--- config.mk ---
export PLATFORM = sky130hd
export DESIGN_NAME = autoneg_gigabit_status_regs
export DESIGN_NICKNAME = d
export VERILOG_FILES = /design/src/hdl/autoneg_gigabit_pkg.sv /design/src/hdl/autoneg_gigabit_status_regs.sv
export SDC_FILE = /design/constraint.sdc
export NUM_CORES = 1
export LEC_CHECK = 0
export BUFFER_PORTS_ARGS = -buffer_cell sky130_fd_sc_hd__buf_2
export CORE_MARGIN = 5
export CORE_UTILIZATION = 45
export CTS_CLUSTER_DIAMETER = 120
export DETAILED_ROUTE_END_ITERATION = 10
export PLACE_DENSITY = 0.71
export SYNTH_ARGS = -nofsm -noshare
export SYNTH_HDL_FRONTEND = slang
export SYNTH_SLANG_ARGS = --single-unit
--- constraint.sdc ---
create_clock -name sys_clk -period 2.75 [get_ports sys_clk]
set_input_delay 0.6875 -clock sys_clk [delete_from_list [all_inputs] [get_ports sys_clk]]
set_output_delay 0.6875 -clock sys_clk [all_outputs]
set_load 0.02 [all_outputs]
--- src/hdl/autoneg_gigabit_pkg.sv ---
// Register indices, field positions and reset values of the autonegotiation bank
package autoneg_gigabit_pkg;
    localparam int ADDR_W = 12;
    localparam int IDX_W = 10;
    // Register indices; byte address is four times the index
    localparam logic [IDX_W-1:0] IDX_PARTNER_BASE = 10'h005;
    localparam logic [IDX_W-1:0] IDX_EXPANSION = 10'h006;
    localparam logic [IDX_W-1:0] IDX_NP_TRANSMIT = 10'h007;
    localparam logic [IDX_W-1:0] IDX_PARTNER_NP = 10'h008;
    localparam logic [IDX_W-1:0] IDX_GIG_CONTROL = 10'h009;
    localparam logic [IDX_W-1:0] IDX_GIG_STATUS = 10'h00a;
    localparam logic [IDX_W-1:0] IDX_INT_STATUS = 10'h010;
    localparam logic [IDX_W-1:0] IDX_INT_MASK = 10'h011;
    // Reset values, writable mask and limits
    localparam logic [15:0] PARTNER_RST = 16'h0000;
    localparam logic [15:0] NP_TRANSMIT_RST = 16'h2001;
    localparam logic [15:0] NP_TRANSMIT_WMASK = 16'hb7ff;
    localparam logic [15:0] GIG_CONTROL_RST = 16'h0700;
    localparam logic [7:0] IDLE_RST = 8'h00;
    localparam logic [7:0] IDLE_MAX = 8'hff;
    localparam logic [2:0] TEST_MODE_MAX = 3'h4;
    localparam logic [2:0] TEST_MODE_NORMAL = 3'h0;
    // Expansion fields
    localparam int EXP_PD_FAULT = 4;
    localparam int EXP_PARTNER_NP = 3;
    localparam int EXP_LOCAL_NP = 2;
    localparam int EXP_PAGE_RX = 1;
    localparam int EXP_PARTNER_AN = 0;
    // Next page transmit fields
    localparam int NPT_MORE = 15;
    localparam int NPT_MESSAGE = 13;
    localparam int NPT_ACK2 = 12;
    localparam int NPT_TOGGLE = 11;
    // Gigabit control fields
    localparam int GC_TEST_HI = 15;
    localparam int GC_TEST_LO = 13;
    localparam int GC_MS_MANUAL = 12;
    localparam int GC_MS_MASTER = 11;
    localparam int GC_PORT_TYPE = 10;
    localparam int GC_ADV_FDX = 9;
    localparam int GC_ADV_HDX = 8;
    // Gigabit status fields
    localparam int GS_MS_FAULT = 15;
    localparam int GS_MS_MASTER = 14;
    localparam int GS_LOCAL_RX = 13;
    localparam int GS_REMOTE_RX = 12;
    localparam int GS_PARTNER_FDX = 11;
    localparam int GS_PARTNER_HDX = 10;
    // Interrupt status and mask fields
    localparam int INT_W = 4;
    localparam int INT_PAGE = 0;
    localparam int INT_PD_FAULT = 1;
    localparam int INT_MS_FAULT = 2;
    localparam int INT_IDLE_SAT = 3;
    localparam logic [INT_W-1:0] INT_RST = 4'h0;
endpackage

--- src/hdl/autoneg_gigabit_status_regs.sv ---
// Autonegotiation and gigabit control/status register bank behind an APB slave
//
// The APB register port was left to the implementer.
`timescale 1ns/1ps
module autoneg_gigabit_status_regs (
    // Clock and reset
    input wire logic sys_clk,
    input wire logic reset_n,
    // APB slave
    input wire logic [autoneg_gigabit_pkg::ADDR_W-1:0] paddr,
    input wire logic psel,
    input wire logic penable,
    input wire logic pwrite,
    input wire logic [31:0] pwdata,
    input wire logic [3:0] pstrb,
    output logic pready,
    output logic [31:0] prdata,
    output logic pslverr,
    // Negotiation engine, partner side
    input wire logic [15:0] partnerAbility,
    input wire logic basePageStrobe,
    input wire logic [15:0] partnerNextPage,
    input wire logic nextPageStrobe,
    input wire logic pageRecvLive,
    input wire logic parallelDetectFault,
    input wire logic partnerNpCapable,
    input wire logic partnerAnCapable,
    input wire logic lastCodewordToggle,
    // Gigabit engine status
    input wire logic msConfigFault,
    input wire logic msResolvedMaster,
    input wire logic localRxOk,
    input wire logic remoteRxOk,
    input wire logic partnerGigFullDuplex,
    input wire logic partnerGigHalfDuplex,
    input wire logic idleError,
    // Controls to the engine
    output logic [2:0] testModeSel,
    output logic msManualEnable,
    output logic msForceMaster,
    output logic multiPort,
    output logic advGigFullDuplex,
    output logic advGigHalfDuplex,
    output logic [15:0] nextPageWord,
    // Interrupt
    output logic irq
);
    import autoneg_gigabit_pkg::*;

    logic [15:0] baseAbility_r;
    logic [15:0] partnerNp_r;
    logic [15:0] npTransmit_r;
    logic [15:0] gigControl_r;
    logic pdFaultLatch_r;
    logic pageRxLatch_r;
    logic msFaultLatch_r;
    logic partnerNpCap_r;
    logic partnerAnCap_r;
    logic toggle_r;
    logic msMaster_r;
    logic localRx_r;
    logic remoteRx_r;
    logic partnerFdx_r;
    logic partnerHdx_r;
    logic [7:0] idleCount_r;
    logic [INT_W-1:0] intStatus_r;
    logic [INT_W-1:0] intMask_r;
    logic [INT_W-1:0] intEvents;
    logic [IDX_W-1:0] regIdx;
    logic setupRd;
    logic accessWr;
    logic [15:0] wrMask;
    logic [15:0] rdValue;
    logic rdHit;

    assign regIdx = paddr[ADDR_W-1:2];
    // Read side effects happen at the setup edge, where read data is captured
    assign setupRd = psel && !penable && !pwrite;
    assign accessWr = psel && penable && pwrite;
    assign wrMask = {{8{pstrb[1]}}, {8{pstrb[0]}}};
    assign pready = 1'b1;

    // Captured partner pages
    always_ff @(posedge sys_clk or negedge reset_n) begin
        if (!reset_n) begin
            baseAbility_r <= PARTNER_RST;
            partnerNp_r <= PARTNER_RST;
        end else begin
            if (basePageStrobe) begin
                baseAbility_r <= partnerAbility;
            end
            if (nextPageStrobe) begin
                partnerNp_r <= partnerNextPage;
            end
        end
    end

    // Live status samples
    always_ff @(posedge sys_clk or negedge reset_n) begin
        if (!reset_n) begin
            partnerNpCap_r <= 1'b0;
            partnerAnCap_r <= 1'b0;
            toggle_r <= 1'b0;
            msMaster_r <= 1'b1;
            localRx_r <= 1'b0;
            remoteRx_r <= 1'b0;
            partnerFdx_r <= 1'b0;
            partnerHdx_r <= 1'b0;
        end else begin
            partnerNpCap_r <= partnerNpCapable;
            partnerAnCap_r <= partnerAnCapable;
            toggle_r <= !lastCodewordToggle;
            msMaster_r <= msResolvedMaster;
            localRx_r <= localRxOk;
            remoteRx_r <= remoteRxOk;
            partnerFdx_r <= partnerGigFullDuplex;
            partnerHdx_r <= partnerGigHalfDuplex;
        end
    end

    // Latched bits; an event in the read cycle wins over the reload
    always_ff @(posedge sys_clk or negedge reset_n) begin
        if (!reset_n) begin
            pdFaultLatch_r <= 1'b0;
            pageRxLatch_r <= 1'b0;
            msFaultLatch_r <= 1'b0;
        end else begin
            if (parallelDetectFault) begin
                pdFaultLatch_r <= 1'b1;
            end else if (setupRd && regIdx == IDX_EXPANSION) begin
                pdFaultLatch_r <= 1'b0;
            end
            if (!pageRecvLive) begin
                pageRxLatch_r <= 1'b0;
            end else if (setupRd && regIdx == IDX_EXPANSION) begin
                pageRxLatch_r <= 1'b1;
            end
            if (msConfigFault) begin
                msFaultLatch_r <= 1'b1;
            end else if (setupRd && regIdx == IDX_GIG_STATUS) begin
                msFaultLatch_r <= 1'b0;
            end
        end
    end

    // Idle error counter, saturating
    always_ff @(posedge sys_clk or negedge reset_n) begin
        if (!reset_n) begin
            idleCount_r <= IDLE_RST;
        end else if (setupRd && regIdx == IDX_GIG_STATUS) begin
            idleCount_r <= idleError ? 8'h01 : IDLE_RST;
        end else if (idleError && idleCount_r != IDLE_MAX) begin
            idleCount_r <= idleCount_r + 8'h01;
        end
    end

    // Writable registers
    always_ff @(posedge sys_clk or negedge reset_n) begin
        if (!reset_n) begin
            npTransmit_r <= NP_TRANSMIT_RST;
            gigControl_r <= GIG_CONTROL_RST;
            intMask_r <= INT_RST;
        end else if (accessWr) begin
            if (regIdx == IDX_NP_TRANSMIT) begin
                npTransmit_r <= (npTransmit_r & ~(wrMask & NP_TRANSMIT_WMASK))
                    | (pwdata[15:0] & wrMask & NP_TRANSMIT_WMASK);
            end else if (regIdx == IDX_GIG_CONTROL) begin
                gigControl_r <= (gigControl_r & ~wrMask) | (pwdata[15:0] & wrMask);
            end else if (regIdx == IDX_INT_MASK && pstrb[0]) begin
                intMask_r <= pwdata[INT_W-1:0];
            end
        end
    end

    // Interrupt status, write one to clear, set wins
    assign intEvents[INT_PAGE] = nextPageStrobe || basePageStrobe;
    assign intEvents[INT_PD_FAULT] = parallelDetectFault;
    assign intEvents[INT_MS_FAULT] = msConfigFault;
    assign intEvents[INT_IDLE_SAT] = idleError && idleCount_r == IDLE_MAX;

    always_ff @(posedge sys_clk or negedge reset_n) begin
        if (!reset_n) begin
            intStatus_r <= INT_RST;
        end else begin
            intStatus_r <= (intStatus_r & ~((accessWr && regIdx == IDX_INT_STATUS
                && pstrb[0]) ? pwdata[INT_W-1:0] : INT_RST)) | intEvents;
        end
    end

    always_ff @(posedge sys_clk or negedge reset_n) begin
        if (!reset_n) begin
            irq <= 1'b0;
        end else begin
            irq <= |(intStatus_r & intMask_r);
        end
    end

    // Read multiplexer
    always_comb begin
        rdValue = 16'h0000;
        rdHit = 1'b1;
        if (regIdx == IDX_PARTNER_BASE) begin
            rdValue = baseAbility_r;
        end else if (regIdx == IDX_EXPANSION) begin
            rdValue[EXP_PD_FAULT] = pdFaultLatch_r;
            rdValue[EXP_PARTNER_NP] = partnerNpCap_r;
            rdValue[EXP_LOCAL_NP] = 1'b1;
            rdValue[EXP_PAGE_RX] = pageRxLatch_r;
            rdValue[EXP_PARTNER_AN] = partnerAnCap_r;
        end else if (regIdx == IDX_NP_TRANSMIT) begin
            rdValue = npTransmit_r;
            rdValue[NPT_TOGGLE] = toggle_r;
        end else if (regIdx == IDX_PARTNER_NP) begin
            rdValue = partnerNp_r;
        end else if (regIdx == IDX_GIG_CONTROL) begin
            rdValue = gigControl_r;
        end else if (regIdx == IDX_GIG_STATUS) begin
            rdValue[GS_MS_FAULT] = msFaultLatch_r;
            rdValue[GS_MS_MASTER] = msMaster_r;
            rdValue[GS_LOCAL_RX] = localRx_r;
            rdValue[GS_REMOTE_RX] = remoteRx_r;
            rdValue[GS_PARTNER_FDX] = partnerFdx_r;
            rdValue[GS_PARTNER_HDX] = partnerHdx_r;
            rdValue[7:0] = idleCount_r;
        end else if (regIdx == IDX_INT_STATUS) begin
            rdValue[INT_W-1:0] = intStatus_r;
        end else if (regIdx == IDX_INT_MASK) begin
            rdValue[INT_W-1:0] = intMask_r;
        end else begin
            rdHit = 1'b0;
        end
    end

    // Read data and error are captured at setup and held through access
    always_ff @(posedge sys_clk or negedge reset_n) begin
        if (!reset_n) begin
            prdata <= 32'h0000_0000;
            pslverr <= 1'b0;
        end else if (psel && !penable) begin
            prdata <= pwrite ? 32'h0000_0000 : {16'h0000, rdValue};
            pslverr <= !rdHit;
        end
    end

    // Engine controls
    always_comb begin
        testModeSel = gigControl_r[GC_TEST_HI:GC_TEST_LO];
        if (testModeSel > TEST_MODE_MAX) begin
            testModeSel = TEST_MODE_NORMAL;
        end
    end
    assign msManualEnable = gigControl_r[GC_MS_MANUAL];
    assign msForceMaster = gigControl_r[GC_MS_MANUAL] && gigControl_r[GC_MS_MASTER];
    assign multiPort = gigControl_r[GC_PORT_TYPE];
    assign advGigFullDuplex = gigControl_r[GC_ADV_FDX];
    assign advGigHalfDuplex = gigControl_r[GC_ADV_HDX];
    assign nextPageWord = {npTransmit_r[15:12], toggle_r, npTransmit_r[10:0]};

    // Checks
    property p_pd_latch;
        @(posedge sys_clk) disable iff (!reset_n)
        parallelDetectFault |=> pdFaultLatch_r
            ##1 (pdFaultLatch_r || $past(setupRd && regIdx == IDX_EXPANSION));
    endproperty
    a_pd_latch: assert property (p_pd_latch) else $error("pd fault not latched");

    property p_page_low;
        @(posedge sys_clk) disable iff (!reset_n)
        !pageRecvLive |=> !pageRxLatch_r;
    endproperty
    a_page_low: assert property (p_page_low) else $error("page bit not low");

    property p_local_np;
        @(posedge sys_clk) disable iff (!reset_n)
        setupRd && regIdx == IDX_EXPANSION |=> prdata[EXP_LOCAL_NP] && !pslverr;
    endproperty
    a_local_np: assert property (p_local_np) else $error("local np bit low");

    property p_base_read;
        @(posedge sys_clk) disable iff (!reset_n)
        setupRd && regIdx == IDX_PARTNER_BASE |=> prdata[15:0] == $past(baseAbility_r);
    endproperty
    a_base_read: assert property (p_base_read) else $error("base ability wrong");

    property p_toggle;
        @(posedge sys_clk) disable iff (!reset_n)
        setupRd && regIdx == IDX_NP_TRANSMIT ##1 1'b1
            |-> prdata[NPT_TOGGLE] == !$past(lastCodewordToggle, 2);
    endproperty
    a_toggle: assert property (p_toggle) else $error("toggle not inverted");

    property p_test_mode;
        @(posedge sys_clk) disable iff (!reset_n)
        testModeSel <= TEST_MODE_MAX;
    endproperty
    a_test_mode: assert property (p_test_mode) else $error("reserved test mode");

    property p_ms_force;
        @(posedge sys_clk) disable iff (!reset_n)
        accessWr && regIdx == IDX_GIG_CONTROL && pstrb[1]
            |=> msForceMaster == ($past(pwdata[GC_MS_MANUAL]) && $past(pwdata[GC_MS_MASTER]));
    endproperty
    a_ms_force: assert property (p_ms_force) else $error("force master wrong");

    property p_ms_latch;
        @(posedge sys_clk) disable iff (!reset_n)
        msConfigFault |=> msFaultLatch_r;
    endproperty
    a_ms_latch: assert property (p_ms_latch) else $error("ms fault not latched");

    property p_idle_clear;
        @(posedge sys_clk) disable iff (!reset_n)
        setupRd && regIdx == IDX_GIG_STATUS && !idleError
            |=> idleCount_r == IDLE_RST && prdata[7:0] == $past(idleCount_r);
    endproperty
    a_idle_clear: assert property (p_idle_clear) else $error("idle count not cleared");

    property p_base_capture;
        @(posedge sys_clk) disable iff (!reset_n)
        basePageStrobe |=> baseAbility_r == $past(partnerAbility);
    endproperty
    a_base_capture: assert property (p_base_capture) else $error("base page not captured");

    property p_partner_cap;
        @(posedge sys_clk) disable iff (!reset_n)
        1'b1 |=> {partnerNpCap_r, partnerAnCap_r} == $past({partnerNpCapable, partnerAnCapable});
    endproperty
    a_partner_cap: assert property (p_partner_cap) else $error("partner capability stale");

    property p_np_write;
        @(posedge sys_clk) disable iff (!reset_n)
        accessWr && regIdx == IDX_NP_TRANSMIT && pstrb[1] |=> npTransmit_r[NPT_MORE]
            == $past(pwdata[NPT_MORE]) && npTransmit_r[NPT_MESSAGE] == $past(pwdata[NPT_MESSAGE]);
    endproperty
    a_np_write: assert property (p_np_write) else $error("next page flags not written");

    property p_ack2_write;
        @(posedge sys_clk) disable iff (!reset_n)
        accessWr && regIdx == IDX_NP_TRANSMIT && pstrb[1]
            |=> npTransmit_r[NPT_ACK2] == $past(pwdata[NPT_ACK2]);
    endproperty
    a_ack2_write: assert property (p_ack2_write) else $error("ack2 bit not written");

    property p_np_capture;
        @(posedge sys_clk) disable iff (!reset_n)
        nextPageStrobe |=> partnerNp_r == $past(partnerNextPage);
    endproperty
    a_np_capture: assert property (p_np_capture) else $error("next page not captured");

    property p_test_pass;
        @(posedge sys_clk) disable iff (!reset_n)
        gigControl_r[GC_TEST_HI:GC_TEST_LO] <= TEST_MODE_MAX
            |-> testModeSel == gigControl_r[GC_TEST_HI:GC_TEST_LO];
    endproperty
    a_test_pass: assert property (p_test_pass) else $error("test mode not passed on");

    property p_resolution;
        @(posedge sys_clk) disable iff (!reset_n)
        1'b1 |=> msMaster_r == $past(msResolvedMaster);
    endproperty
    a_resolution: assert property (p_resolution) else $error("resolution bit stale");

    property p_rx_status;
        @(posedge sys_clk) disable iff (!reset_n)
        1'b1 |=> {localRx_r, remoteRx_r} == $past({localRxOk, remoteRxOk});
    endproperty
    a_rx_status: assert property (p_rx_status) else $error("receiver status stale");

    property p_partner_gig;
        @(posedge sys_clk) disable iff (!reset_n)
        1'b1 |=> {partnerFdx_r, partnerHdx_r}
            == $past({partnerGigFullDuplex, partnerGigHalfDuplex});
    endproperty
    a_partner_gig: assert property (p_partner_gig) else $error("partner gigabit stale");
endmodule

### After elaboration in Yosys (flattened, before gate mapping)

Index checks and enable logic that the tools add are counted.

* register bits: 125
* logic and storage cells: 104

* $add $sub $neg: 1
* magnitude comparators: 1
* equality and inequality tests: 11
* mux-type cells: 33
* bitwise logic cells: 13
* reductions and logical operators: 24

Operators by type and width (count)
* $mux 16: 4
* $and 16x16->16: 3
* $not 16->16: 2
* $or 16x16->16: 2
* $eq 10x3->1 const B: 3
* $eq 10x4->1 const B: 3
* $mux 8: 3
* $eq 10x5->1 const B: 2
* $mux 4: 5
* $mux 1: 15
* $logic_and 1x1->1: 12
* $mux 6: 2
* $mux 11: 1
* $add 8x1->8 const B: 1
* $and 4x4->4: 2
* $eq 8x8->1 const B: 1
* $ne 8x8->1 const B: 1
* $reduce_bool 2->1: 3
* $mux 5: 1
* $logic_not 1->1: 4
* $not 4->4: 1
* $or 4x4->4: 1
* $reduce_and 4->1: 1
* $reduce_or 4->1: 1
* other kinds (8): 9

### Longest topological paths before layout

Gate-level depths: netlist (run 1).

* word-level depth: 10
* gate-level depth with buffers: 8
* mapped depth without buffers: 6

### Least setup slack after synthesis (run 1)

No wires, ideal clock.

* path type: in2reg
* from: in paddr[9] (netlist name)
* to: reg prdata[9]
* data arrival time: 2.182 ns
* data required time: 2.616 ns
* setup slack: 0.434 ns
* stages: 6
* path buffers: 1
* path through: or4_4 -> or4_4 -> buf_6 -> a21oi_1 -> a2bb2oi_1 -> o21ai_1

* word-level cells in the longest chain between the ends: 7

Ends and longest elaborated chain
* start, declared: RTL line autoneg_gigabit_status_regs.sv:10 `input wire logic [autoneg_gigabit_pkg::ADDR_W-1:0] paddr,`
* $eq 10x4->1: RTL line autoneg_gigabit_status_regs.sv:215 `end else if (regIdx == IDX_GIG_CONTROL) begin`
* $mux 2: RTL line autoneg_gigabit_status_regs.sv:215
* $mux 16: RTL line autoneg_gigabit_status_regs.sv:213 `end else if (regIdx == IDX_PARTNER_NP) begin`
* $mux 16: RTL line autoneg_gigabit_status_regs.sv:210 `end else if (regIdx == IDX_NP_TRANSMIT) begin`
* $mux 11: RTL line autoneg_gigabit_status_regs.sv:204 `end else if (regIdx == IDX_EXPANSION) begin`
* $mux 16 *: RTL line autoneg_gigabit_status_regs.sv:202 `if (regIdx == IDX_PARTNER_BASE) begin`
* $mux 16 *: RTL line autoneg_gigabit_status_regs.sv:240 `prdata <= pwrite ? 32'h0000_0000 : {16'h0000, rdValue};`
* end signal, assigned: RTL line autoneg_gigabit_status_regs.sv:240
* end, declared: RTL line autoneg_gigabit_status_regs.sv:17 `output logic [31:0] prdata,`

Every way passes the cells marked *; elsewhere a longest branch is shown, timed or not.
A chain may end at the register's enable or synchronous reset.

### Final worst setup path (run 1)

* from: in paddr[9] (netlist name)
* to: reg idleCount_r[0]

* word-level cells in the longest chain between the ends: 3

Ends and longest elaborated chain
* $eq 10x4->1 *: RTL line autoneg_gigabit_status_regs.sv:150 `end else if (setupRd && regIdx == IDX_GIG_STATUS) begin`
* $logic_and 1x1->1 *: RTL line autoneg_gigabit_status_regs.sv:150
* $mux 8 or $reduce_bool 2->1 (tied branches)
* end signal, assigned: RTL line autoneg_gigabit_status_regs.sv:151 `idleCount_r <= idleError ? 8'h01 : IDLE_RST;`
* end signal, assigned: RTL line autoneg_gigabit_status_regs.sv:153 `idleCount_r <= idleCount_r + 8'h01;`
* end, declared: RTL line autoneg_gigabit_status_regs.sv:65 `logic [7:0] idleCount_r;`

Marked as above.

==> results.md, run 1 <==
- Outcome: finished clean
- Max-Cap Viols: 0
- Worst-path clk slew: about 70 ps
- Post-synth EDFFs: 0
- Die X: 118 um
- Htree depth: 3
- Number of buffers and inverters on the critical path: 3
- Mapped Cells: 462
- Seq. cell area: 2690 sq um
- Drt total wl: 13600 um
- Fmax: roughly 450 MHz
- Slowest CP cell: or4_4
- Global routing's busiest layer: met2
- Largest net degree at the start of global routing: 48
- RSZ-0062 raised after global routing: false
- Final hold violation count: 0
- Synth area leader: dfrtp_1
- Total CTS buffers: 9
- Async SR Flop Fraction: 1.00
- Clock buffer depth: 2
- Prevailing post-synth register cell: dfrtp_1
- Area Overhead vs Synth: 19.5%
- CP peak stage delay: 560 ps
- I/O pins: 158
- First-pass GRT wire length: approximately 22000 um
- Placed insts: 711
- Power Dens Cells: 559 nW/um^2
- Slew HR: 0.498
- R2r setup slk: 1260 ps
- Router iterations before antenna repair: 5
- Share of cells above drive strength 1: 0.404
- Global route overflow: 0
- Worst r2r path cells: 5
- Initial core utilization: 0.459
- Critical path cell sequence: buf_2 -> or4_4 -> or2_0 -> buf_4 -> nor3_2 -> buf_4 -> nand2_1 -> o21ai_0
- Fill count: between 900 and 1000
- Post-CTS Setup Bufs: 0
- Fin crit share: 0.811
- Most common library cells after synthesis: 101 x dfrtp_1, 68 x mux2_2, 34 x nor2_1
- Hold crit path type: input pin to asynchronous set/reset pin
- Vias/cell: 5.63
- Worst-path fanout max: 10
- Hold-fix buffer count after cts: 0
- CTS tree: yes
- Synth top area cells: dfrtp_1 48%, mux2_2 15%, dfstp_2 3.0%
- Final Power: 3.49 mW
- Max Slew Vio Count: 0
- Synth unique cells: 55
- Initial antenna violation count: 2
- Multi-input logic area: 2300 sq um
- Maximum vdd drop: around 0.28 mV
- Worst setup SP type: input pin
- Clock Sinks: 107
- Routed WL per cell: between 15 and 20 um
- Post-DP HPWL: 10500 um
- Routed vias: 4100
- Post-placement cell area: 5940 sq um
- Setup Skew: around 3.9 ps
- Minimum clock period: 2230 ps
- Worst Setup End Kind: register
- M2 GR Usage: 0.319
- Util after Layout: 0.548
- Yosys top cell area share: 0.484
- Core area: 11400 sq um
- Synth warn: 0
- Die area: 13800 sq um
- Nets: 679
- Slew @ Worst Pin: approximately 750 ps
- TNS Setup: 0 ps
- R2r endpoint: idleCount_r[0]
- Post-Syn Area per Cell: 11.3 sq um
- Die height: 118 um
- CP arrival: 2500 ps
- Setup violations, final: 0
- Cell mode on critical path: buf_4
- Row count: 39
- Sequential-to-total area share from yosys stat: 0.515
- CP Class: input pin to register
- Final cell count without fillers: 728
- Cell area after synthesis: 5220 sq um
- Lkg Pwr: ~3.0 nW
- Post-CTS sizing: 0
- Top-count cell post-synth: dfrtp_1
- Post-DRT Antenna Nets: 0
- Register bit total from synthesis: 107
- Met3 usage: 0.0452
- All-layer global routing usage: 0.198
- CTS root buf: clkbuf_16
- GR Layer Usage met1: 0.259
- WP data required: just over 3000 ps
- Largest delay contributor family on the critical path: simple AND/OR/NAND/NOR gates
- Worst r2r src: idleCount_r[6]
- Vias in the first global route: 4221
- Clock Latency Late Sink: 360 ps
- Placer congestion estimate: slightly above 0.9
- Post-route cell area: 6230 sq um
- Iter 0 DRT Violations: 308
- I/O Buffers: 119
- DRC errors left: 0
-- cell families (layout without fill, tap and decap cells) --
family	after synthesis	after routing	synth area share
compound gates	108	108	0.141
buf+inv	54	160	0.0559
xor+xnor	7	7	0.0118
other cells	2	19	0.00144
mux	74	74	0.158
fa+ha+maj	1	1	0.00240
flops	107	107	0.515
simple gates	109	109	0.115
-- worst reg2reg max path, delay by kind of cell, from the launching register on --
| family | cells | cell delay (ps) |
|---|---|---|
| and+or+nand+nor | 2 | 470 |
| DFF | 1 | 420 |
| AOI/OAI and AO/OA | 2 | 370 |
| xor gates and xnor gates | 1 | 150 |
-- metrics by stage --
step | setup slack, ps | hold WS [ps]
2_1_floorplan | 434 | 392
3_3_place_gp | 221 | 461
3_5_place_dp | 201 | 478
4_1_cts | 550 | 363
5_1_grt | 473 | 400
6_report | 521 | 337
-- cell type report --
type / instances / share of cell area
clock buffers: 10 / 0.0383
clock inverters: 6 / 0.00903
flip-flops and latches: 107 / 0.431
diodes: 1 / 0.000401
multi-input cells: 317 / 0.369
well taps: 143 / 0.0287
repair buffers: 137 / 0.120
inverters: 7 / 0.00421
-- cell usage in the layout, fill, tap and decap left out, drive strengths merged, types with 3 or more instances in the layout --
cell type,instances
nor3,9
a21o,8
o31ai,5
a222oi,11
o21bai,3
nor2,34
and3,6
nand2b,5
inv,11
mux2i,6
a32o,3
buf,137
a2bb2oi,3
mux2,68
o41ai,3
clkbuf,10
xnor2,3
dfrtp,101
nand2,19
nor2b,6
nand4,3
dfstp,6
a21oi,23
conb,18
o22ai,6
nor3b,4
o21ai,24
nand3b,4
a22oi,13
nand3,3
xor2,4
-- power by group --
group          internal [mW]  switching, mW  total (mW)  leakage, nW
sequential              1.68          0.101        1.78         1.34
clock                  0.661          0.607        1.27        0.149
combinational          0.194          0.246       0.440         1.54
-- worst max-delay path by stage --
stage / startpoint / end / slack (ps) / cells after the start
finish: paddr[9] / idleCount_r[0] / 520 / 8
global route: paddr[9] / idleCount_r[0] / 470 / 8
floorplan: paddr[9] / prdata[9] / 430 / 6
global placement: paddr[9] / idleCount_r[0] / 220 / 7
detailed placement: paddr[9] / register / 200 / 5
CTS: paddr[9] / idleCount_r[0] / 550 / 7
-- per-layer routing --
layer | vias to the layer above | wire length (um)
met2 | 183 | 6500
met4 | 2 | 292
met3 | 21 | 1060
met1 | 2004 | 5740
met5 | - | 13
li1 | 1890 | -
No activity file was read; power rests on OpenSTA's default activity.
==> inputs of run 2 (changes only) <==
--- a/config.mk
+++ b/config.mk
@@ -10,7 +10,7 @@
 export CORE_UTILIZATION = 45
 export CTS_CLUSTER_DIAMETER = 120
 export DETAILED_ROUTE_END_ITERATION = 10
-export PLACE_DENSITY = 0.71
+export PLACE_DENSITY = 0.74
 export SYNTH_ARGS = -nofsm -noshare
 export SYNTH_HDL_FRONTEND = slang
 export SYNTH_SLANG_ARGS = --single-unit
==> constraint.sdc (replaced) <==
create_clock -name sys_clk -period 1.9 [get_ports sys_clk]
set_input_delay 0.475 -clock sys_clk [delete_from_list [all_inputs] [get_ports sys_clk]]
set_output_delay 0.475 -clock sys_clk [all_outputs]
set_load 0.02 [all_outputs]
==> run 2 against run 1 <==
  * The flow now finishes with violations (setup timing)
  * Total power up 44%
  * Global-route usage up 0.64 points
  * Via count up 3.3%
  * Final cell count rose by 4.0%
  * First-iteration DRC count up 1.9%
==> results.md, run 2 (synthesis results as in run 1) <==
- Outcome: finished, violations left
- Failing checks: setup timing
- Clock Latency Late Sink: 350 ps
- Worst-path clk slew: approximately 70 ps
- Row count: 39
- CP Class: input pin to register
- Setup Skew: 5.98 ps
- Worst r2r src: idleCount_r[6]
- Slew @ Worst Pin: approximately 520 ps
- Placer congestion estimate: 0.866
- Met3 WL: ~890 um
- Most common cell after layout, fill and taps aside: buf_2
- Final cell count without fillers: 757
- Power Dens Cells: between 700 and 800 nW/um^2
- Routed WL per cell: 19.0 um
- Final hold violation count: 0
- Most frequent cells in the layout: 117 x buf_2, 101 x dfrtp_1, 68 x mux2_2, 42 x buf_4, 32 x nor2_1
- Area Overhead vs Synth: 25.7%
- Clock buffer depth: 2
- First-pass GRT wire length: 22900 um
- DRC errors left: 0
- Fin crit share: 1.00
- Router iterations before antenna repair: 5
- Die height: 118 um
- Top sig layer: met4
- Vias in the first global route: 4283
- CP startpoint: paddr[10]
- CTS tree: yes
- Post-DRT Antenna Nets: 0
- Metal-1 WL: roughly 6400 um
- Metal2 WL: around 7000 um
- Post-DP HPWL: 11000 um
- Core area: between 10000 and 15000 sq um
- Largest net degree at the start of global routing: 40
- I/O pins: 158
- Worst r2r path cells: 5
- Initial core utilization: 0.459
- Placed insts: 738
- Die X: 118 um
- Hold crit path type: input pin to asynchronous set/reset pin
- WP data required: 2130 ps
- Worst-path fanout max: 5
- R2r endpoint: idleCount_r[0]
- Total CTS buffers: 9
- Util after Layout: 0.577
- Slew HR: 0.655
- Minimum clock period: 1900 ps
- All-layer global routing usage: 0.204
- CP arrival: around 2100 ps
- Worst Setup End Kind: register
- Initial antenna violation count: 1
- Worst Setup Slack, final: -4.13 ps
- Fill count: 982
- Die area: 13800 sq um
- Htree depth: 3
- Max-Cap Viols: 0
- Routed vias: ~4200
- Drt total wl: roughly 14000 um
- Global route overflow: 0
- Clock Sinks: 107
- Nets: ~700
- Setup violations, final: 2
- Worst setup SP type: input pin
- Lkg Pwr: between 3 and 4 nW
- Iter 0 DRT Violations: between 300 and 400
- Max Slew Vio Count: 0
- Vias/cell: 5.60
- Share of cells above drive strength 1: 0.454
- Maximum vdd drop: 0.468 mV
- CTS root buf: clkbuf_16
- Fmax: 525 MHz
- RSZ-0062 raised after global routing: true
- R2r setup slk: about 420 ps
- I/O Buffers: 119
run 2: changes by cell type in the layout (fill, tap and decap cells not counted), moves of 3 or more:
cell	change
buf_12	+3
o21ai_0	-8
inv_8	-3
buf_4	+24
a21oi_1	-4
a21oi_2	+3
o21ai_1	+8
run 2: cell type report:
| type | count | area, sq um | share of cell area |
|---|---|---|---|
| flip-flops and latches | 107 | 2690 | 0.409 |
| clock buffers | 10 | 229 | 0.0349 |
| inverters | 7 | 26.3 | 0.00401 |
| multi-input cells | 318 | 2390 | 0.364 |
| well taps | 143 | 179 | 0.0273 |
| repair buffers | 165 | 1000 | 0.153 |
| diodes | 1 | 2.50 | 0.000382 |
| clock inverters | 6 | 47.5 | 0.00725 |
run 2: worst max path at each step:
| stage | cells after the start | slack [ps] | to |
|---|---|---|---|
| 2_1_floorplan | 6 | -200 | prdata[9] |
| 3_3_place_gp | 6 | -310 | prdata[1] |
| 3_5_place_dp | 6 | -360 | prdata[1] |
| 4_1_cts | 6 | 9 | prdata[12] |
| 5_1_grt | 6 | -50 | prdata[13] |
| 6_report | 6 | -4 | prdata[10] |
run 2: through the flow:
step | cell area, sq um | setup WS [ps] | total power, mW | TNS (ps) | hold WS [ps]
4_1_cts | 6490 | 9.27 | 5.04 | 0 | 69.0
2_1_floorplan | 5330 | -196 | 3.00 | -2720 | 179
3_3_place_gp | 6220 | -307 | 3.25 | -13400 | 438
3_5_place_dp | 6220 | -359 | 3.28 | -14850 | 444
6_report | 6560 | -4.13 | 5.01 | -4.14 | 58.9
5_1_grt | 6560 | -51.0 | 5.23 | -258 | 98.0
run 2: metal layers:
layer	GRT usage	up-vias
met2	0.325	167
met1	0.282	2088
li1	-	1960
met5	0	-
met4	0.0659	0
met3	0.0384	21
run 2: timing repair:
item / in CTS / in global routing
resized for setup: 1 / 13
cloned: 0 / 1
pin swaps: 0 / 3
hold buffers: 0 / 0
setup endpoints to repair: 1 / 7
setup buffers: 0 / 1
run 2: critical path, stage by stage:
cell,delay [ps]
buf_6,90
or4_4,570
or4_4,620
buf_6,160
a21oi_4,120
o31ai_2,90
run 2: where the power goes:
part	switching, mW	internal [mW]	leakage [nW]
logic	0.368	0.312	1.70
registers	0.146	2.43	1.34
clock network	0.853	0.904	0.134
total	1.37	3.64	3.18
==> inputs of run 3 (changes only) <==
--- a/config.mk
+++ b/config.mk
@@ -7,10 +7,10 @@
 export LEC_CHECK = 0
 export BUFFER_PORTS_ARGS = -buffer_cell sky130_fd_sc_hd__buf_2
 export CORE_MARGIN = 5
-export CORE_UTILIZATION = 45
+export CORE_UTILIZATION = 41
 export CTS_CLUSTER_DIAMETER = 120
 export DETAILED_ROUTE_END_ITERATION = 10
-export PLACE_DENSITY = 0.74
+export PLACE_DENSITY = 0.69
 export SYNTH_ARGS = -nofsm -noshare
 export SYNTH_HDL_FRONTEND = slang
 export SYNTH_SLANG_ARGS = --single-unit
==> run 3 against run 2 <==
  * The run now ends clean
  * Sequential power barely moved
  * Design area fell by 0.52%
  * Combinational power fell by 1%
  * Global-route usage fell by 0.77 points
  * Critical path depth did not move
  * Highest routed layer is now met5
  * Largest cell class unchanged
==> results.md, run 3 (synthesis results as in run 1) <==
- Worst Setup End Kind: register
- Critical path cell sequence: buf_6 -> or4_4 -> or4_4 -> a21oi_1 -> a2bb2oi_1 -> o21ai_1
- Total CTS buffers: 9
- CP peak stage delay: 580 ps
- Fill count: 1153
- R2r setup slk: 400 ps
- Area Overhead vs Synth: 25.1%
- Final cell count without fillers: 779
- Number of buffers and inverters on the critical path: 1
- Post-placement cell area: 6190 sq um
- I/O pins: 158
- Largest net degree at the start of global routing: roughly 110
- Nets: ~700
- Setup violations, final: 0
- Slew HR: 0.612
- Htree depth: 3
- Fmax: 531 MHz
- Die height: 123 um
- Largest delay contributor family on the critical path: simple AND/OR/NAND/NOR gates
- Post-route cell area: 6530 sq um
- Iter 0 DRT Violations: 220
- Fin crit share: 0.990
- Initial core utilization: 0.415
- Hold crit path type: input pin to asynchronous set/reset pin
- Routed WL per cell: 18.6 um
- CTS root buf: clkbuf_16
- First-pass GRT wire length: 22800 um
- Global routing's busiest layer: met2
- Outcome: finished clean
- Minimum clock period: approximately 1900 ps
- Initial antenna violation count: 2
- CP arrival: 2120 ps
- Routed vias: just over 4000
- Post-DP HPWL: about 11000 um
- Worst-path fanout max: 9
- Vias/cell: 5.32
- Power Dens Cells: between 700 and 800 nW/um^2
- DRC errors left: 0
- Most frequent cells in the layout: 117 x buf_2, 101 x dfrtp_1, 68 x mux2_2, 36 x buf_4, 32 x nor2_1
- Final hold violation count: 0
- Clock Sinks: 107
- Cell mode on critical path: or4_4
- Post-DRT Antenna Nets: 0
- CP Class: input pin to register
- Vias in the first global route: approximately 4400
- Pre-CTS setup slack: -356 ps
- Clock buffer depth: 2
- M2 GR Usage: 0.318
- RSZ-0062 raised after global routing: true
- Lkg Pwr: 3.15 nW
- I/O Buffers: 119
- CTS tree: yes
- Router iterations before antenna repair: 7
- Drt total wl: roughly 14000 um
- Clock Latency Late Sink: 350 ps
- WP data required: 2140 ps
- Slowest CP cell: or4_4
- Row count: 41
- Max Slew Vio Count: 0
- Worst setup SP type: input pin
- GR Layer Usage met1: 0.262
- Most common cell after layout, fill and taps aside: buf_2
- Worst Setup Slack, final: 18.3 ps
- Placed insts: 760
- Maximum vdd drop: 0.428 mV
- Placer congestion estimate: approximately 0.89
- Max-Cap Viols: 0
- Setup Skew: roughly 9 ps
- Met3 usage: 0.0336
- TNS Setup: 0 ps
- Die area: between 15000 and 20000 sq um
- Die X: 123 um
- Share of cells above drive strength 1: 0.439
- All-layer global routing usage: 0.196
- Global route overflow: 0
- Core area: 12600 sq um
- Slew @ Worst Pin: approximately 580 ps
- Worst-path clk slew: 70 ps
-- run 3: timing repair --
item / 4_1_cts / 5_1_grt
buffers inserted: 0 / 0
hold buffers: 0 / 0
setup endpoints to repair: 3 / 8
resized for setup: 2 / 4
cloned: 0 / 0
pin swaps: 0 / 3
-- run 3: metrics by stage --
stage / util / hold WS (ps) / power, mW
3_5_place_dp: 0.492 / 469 / 3.28
2_1_floorplan: - / 179 / 3.00
5_1_grt: 0.519 / 226 / 5.44
4_1_cts: 0.518 / 227 / 5.24
6_report: 0.519 / 172 / 5.20
3_3_place_gp: 0.492 / 465 / 3.24
-- run 3: area by class of cell --
class	count	area (sq um)	area share
Multi-Input combinational cell	317	2350	0.360
Antenna cell	3	7.51	0.00115
Sequential cell	107	2690	0.412
Timing Repair Buffer	157	927	0.142
Inverter	7	26.3	0.00403
Clock buffer	11	233	0.0357
Clock inverter	5	78.8	0.0121
Tap cell	172	215	0.0330
-- run 3: power by group --
group | internal, mW | switching, mW | leakage, nW
logic | 0.301 | 0.369 | 1.65
clock network | 1.15 | 0.805 | 0.153
registers | 2.43 | 0.146 | 1.34
-- run 3: path summary, 6_finish.rpt --
kind                                       from          endpoint  depth (start not counted)
hold reg to reg                  pdFaultLatch_r    pdFaultLatch_r                          1
setup reg to reg                 idleCount_r[3]    idleCount_r[0]                          5
setup / recovery                       paddr[9]         prdata[9]                          6
hold / removal                          reset_n    partnerNp_r[1]                          2
min in group sys_clk       partnerGigFullDuplex      partnerFdx_r                          1
max in group asynchronous               reset_n  baseAbility_r[1]                          2
-- run 3: worst register-to-register path: stages (launching register included) --
cell	delay [ps]
dfrtp_1	440
and4_1	280
and3_1	210
a21o_1	190
xor2_1	160
o21ai_1	90
-- run 3: per-layer routing --
metal | vias up | share of wire | wire length [um]
li1 | 1937 | - | -
met1 | 2041 | 0.43 | 6230
met2 | 135 | 0.49 | 7130
met3 | 28 | 0.051 | 741
met4 | 2 | 0.026 | 380
met5 | - | 0.00048 | 7
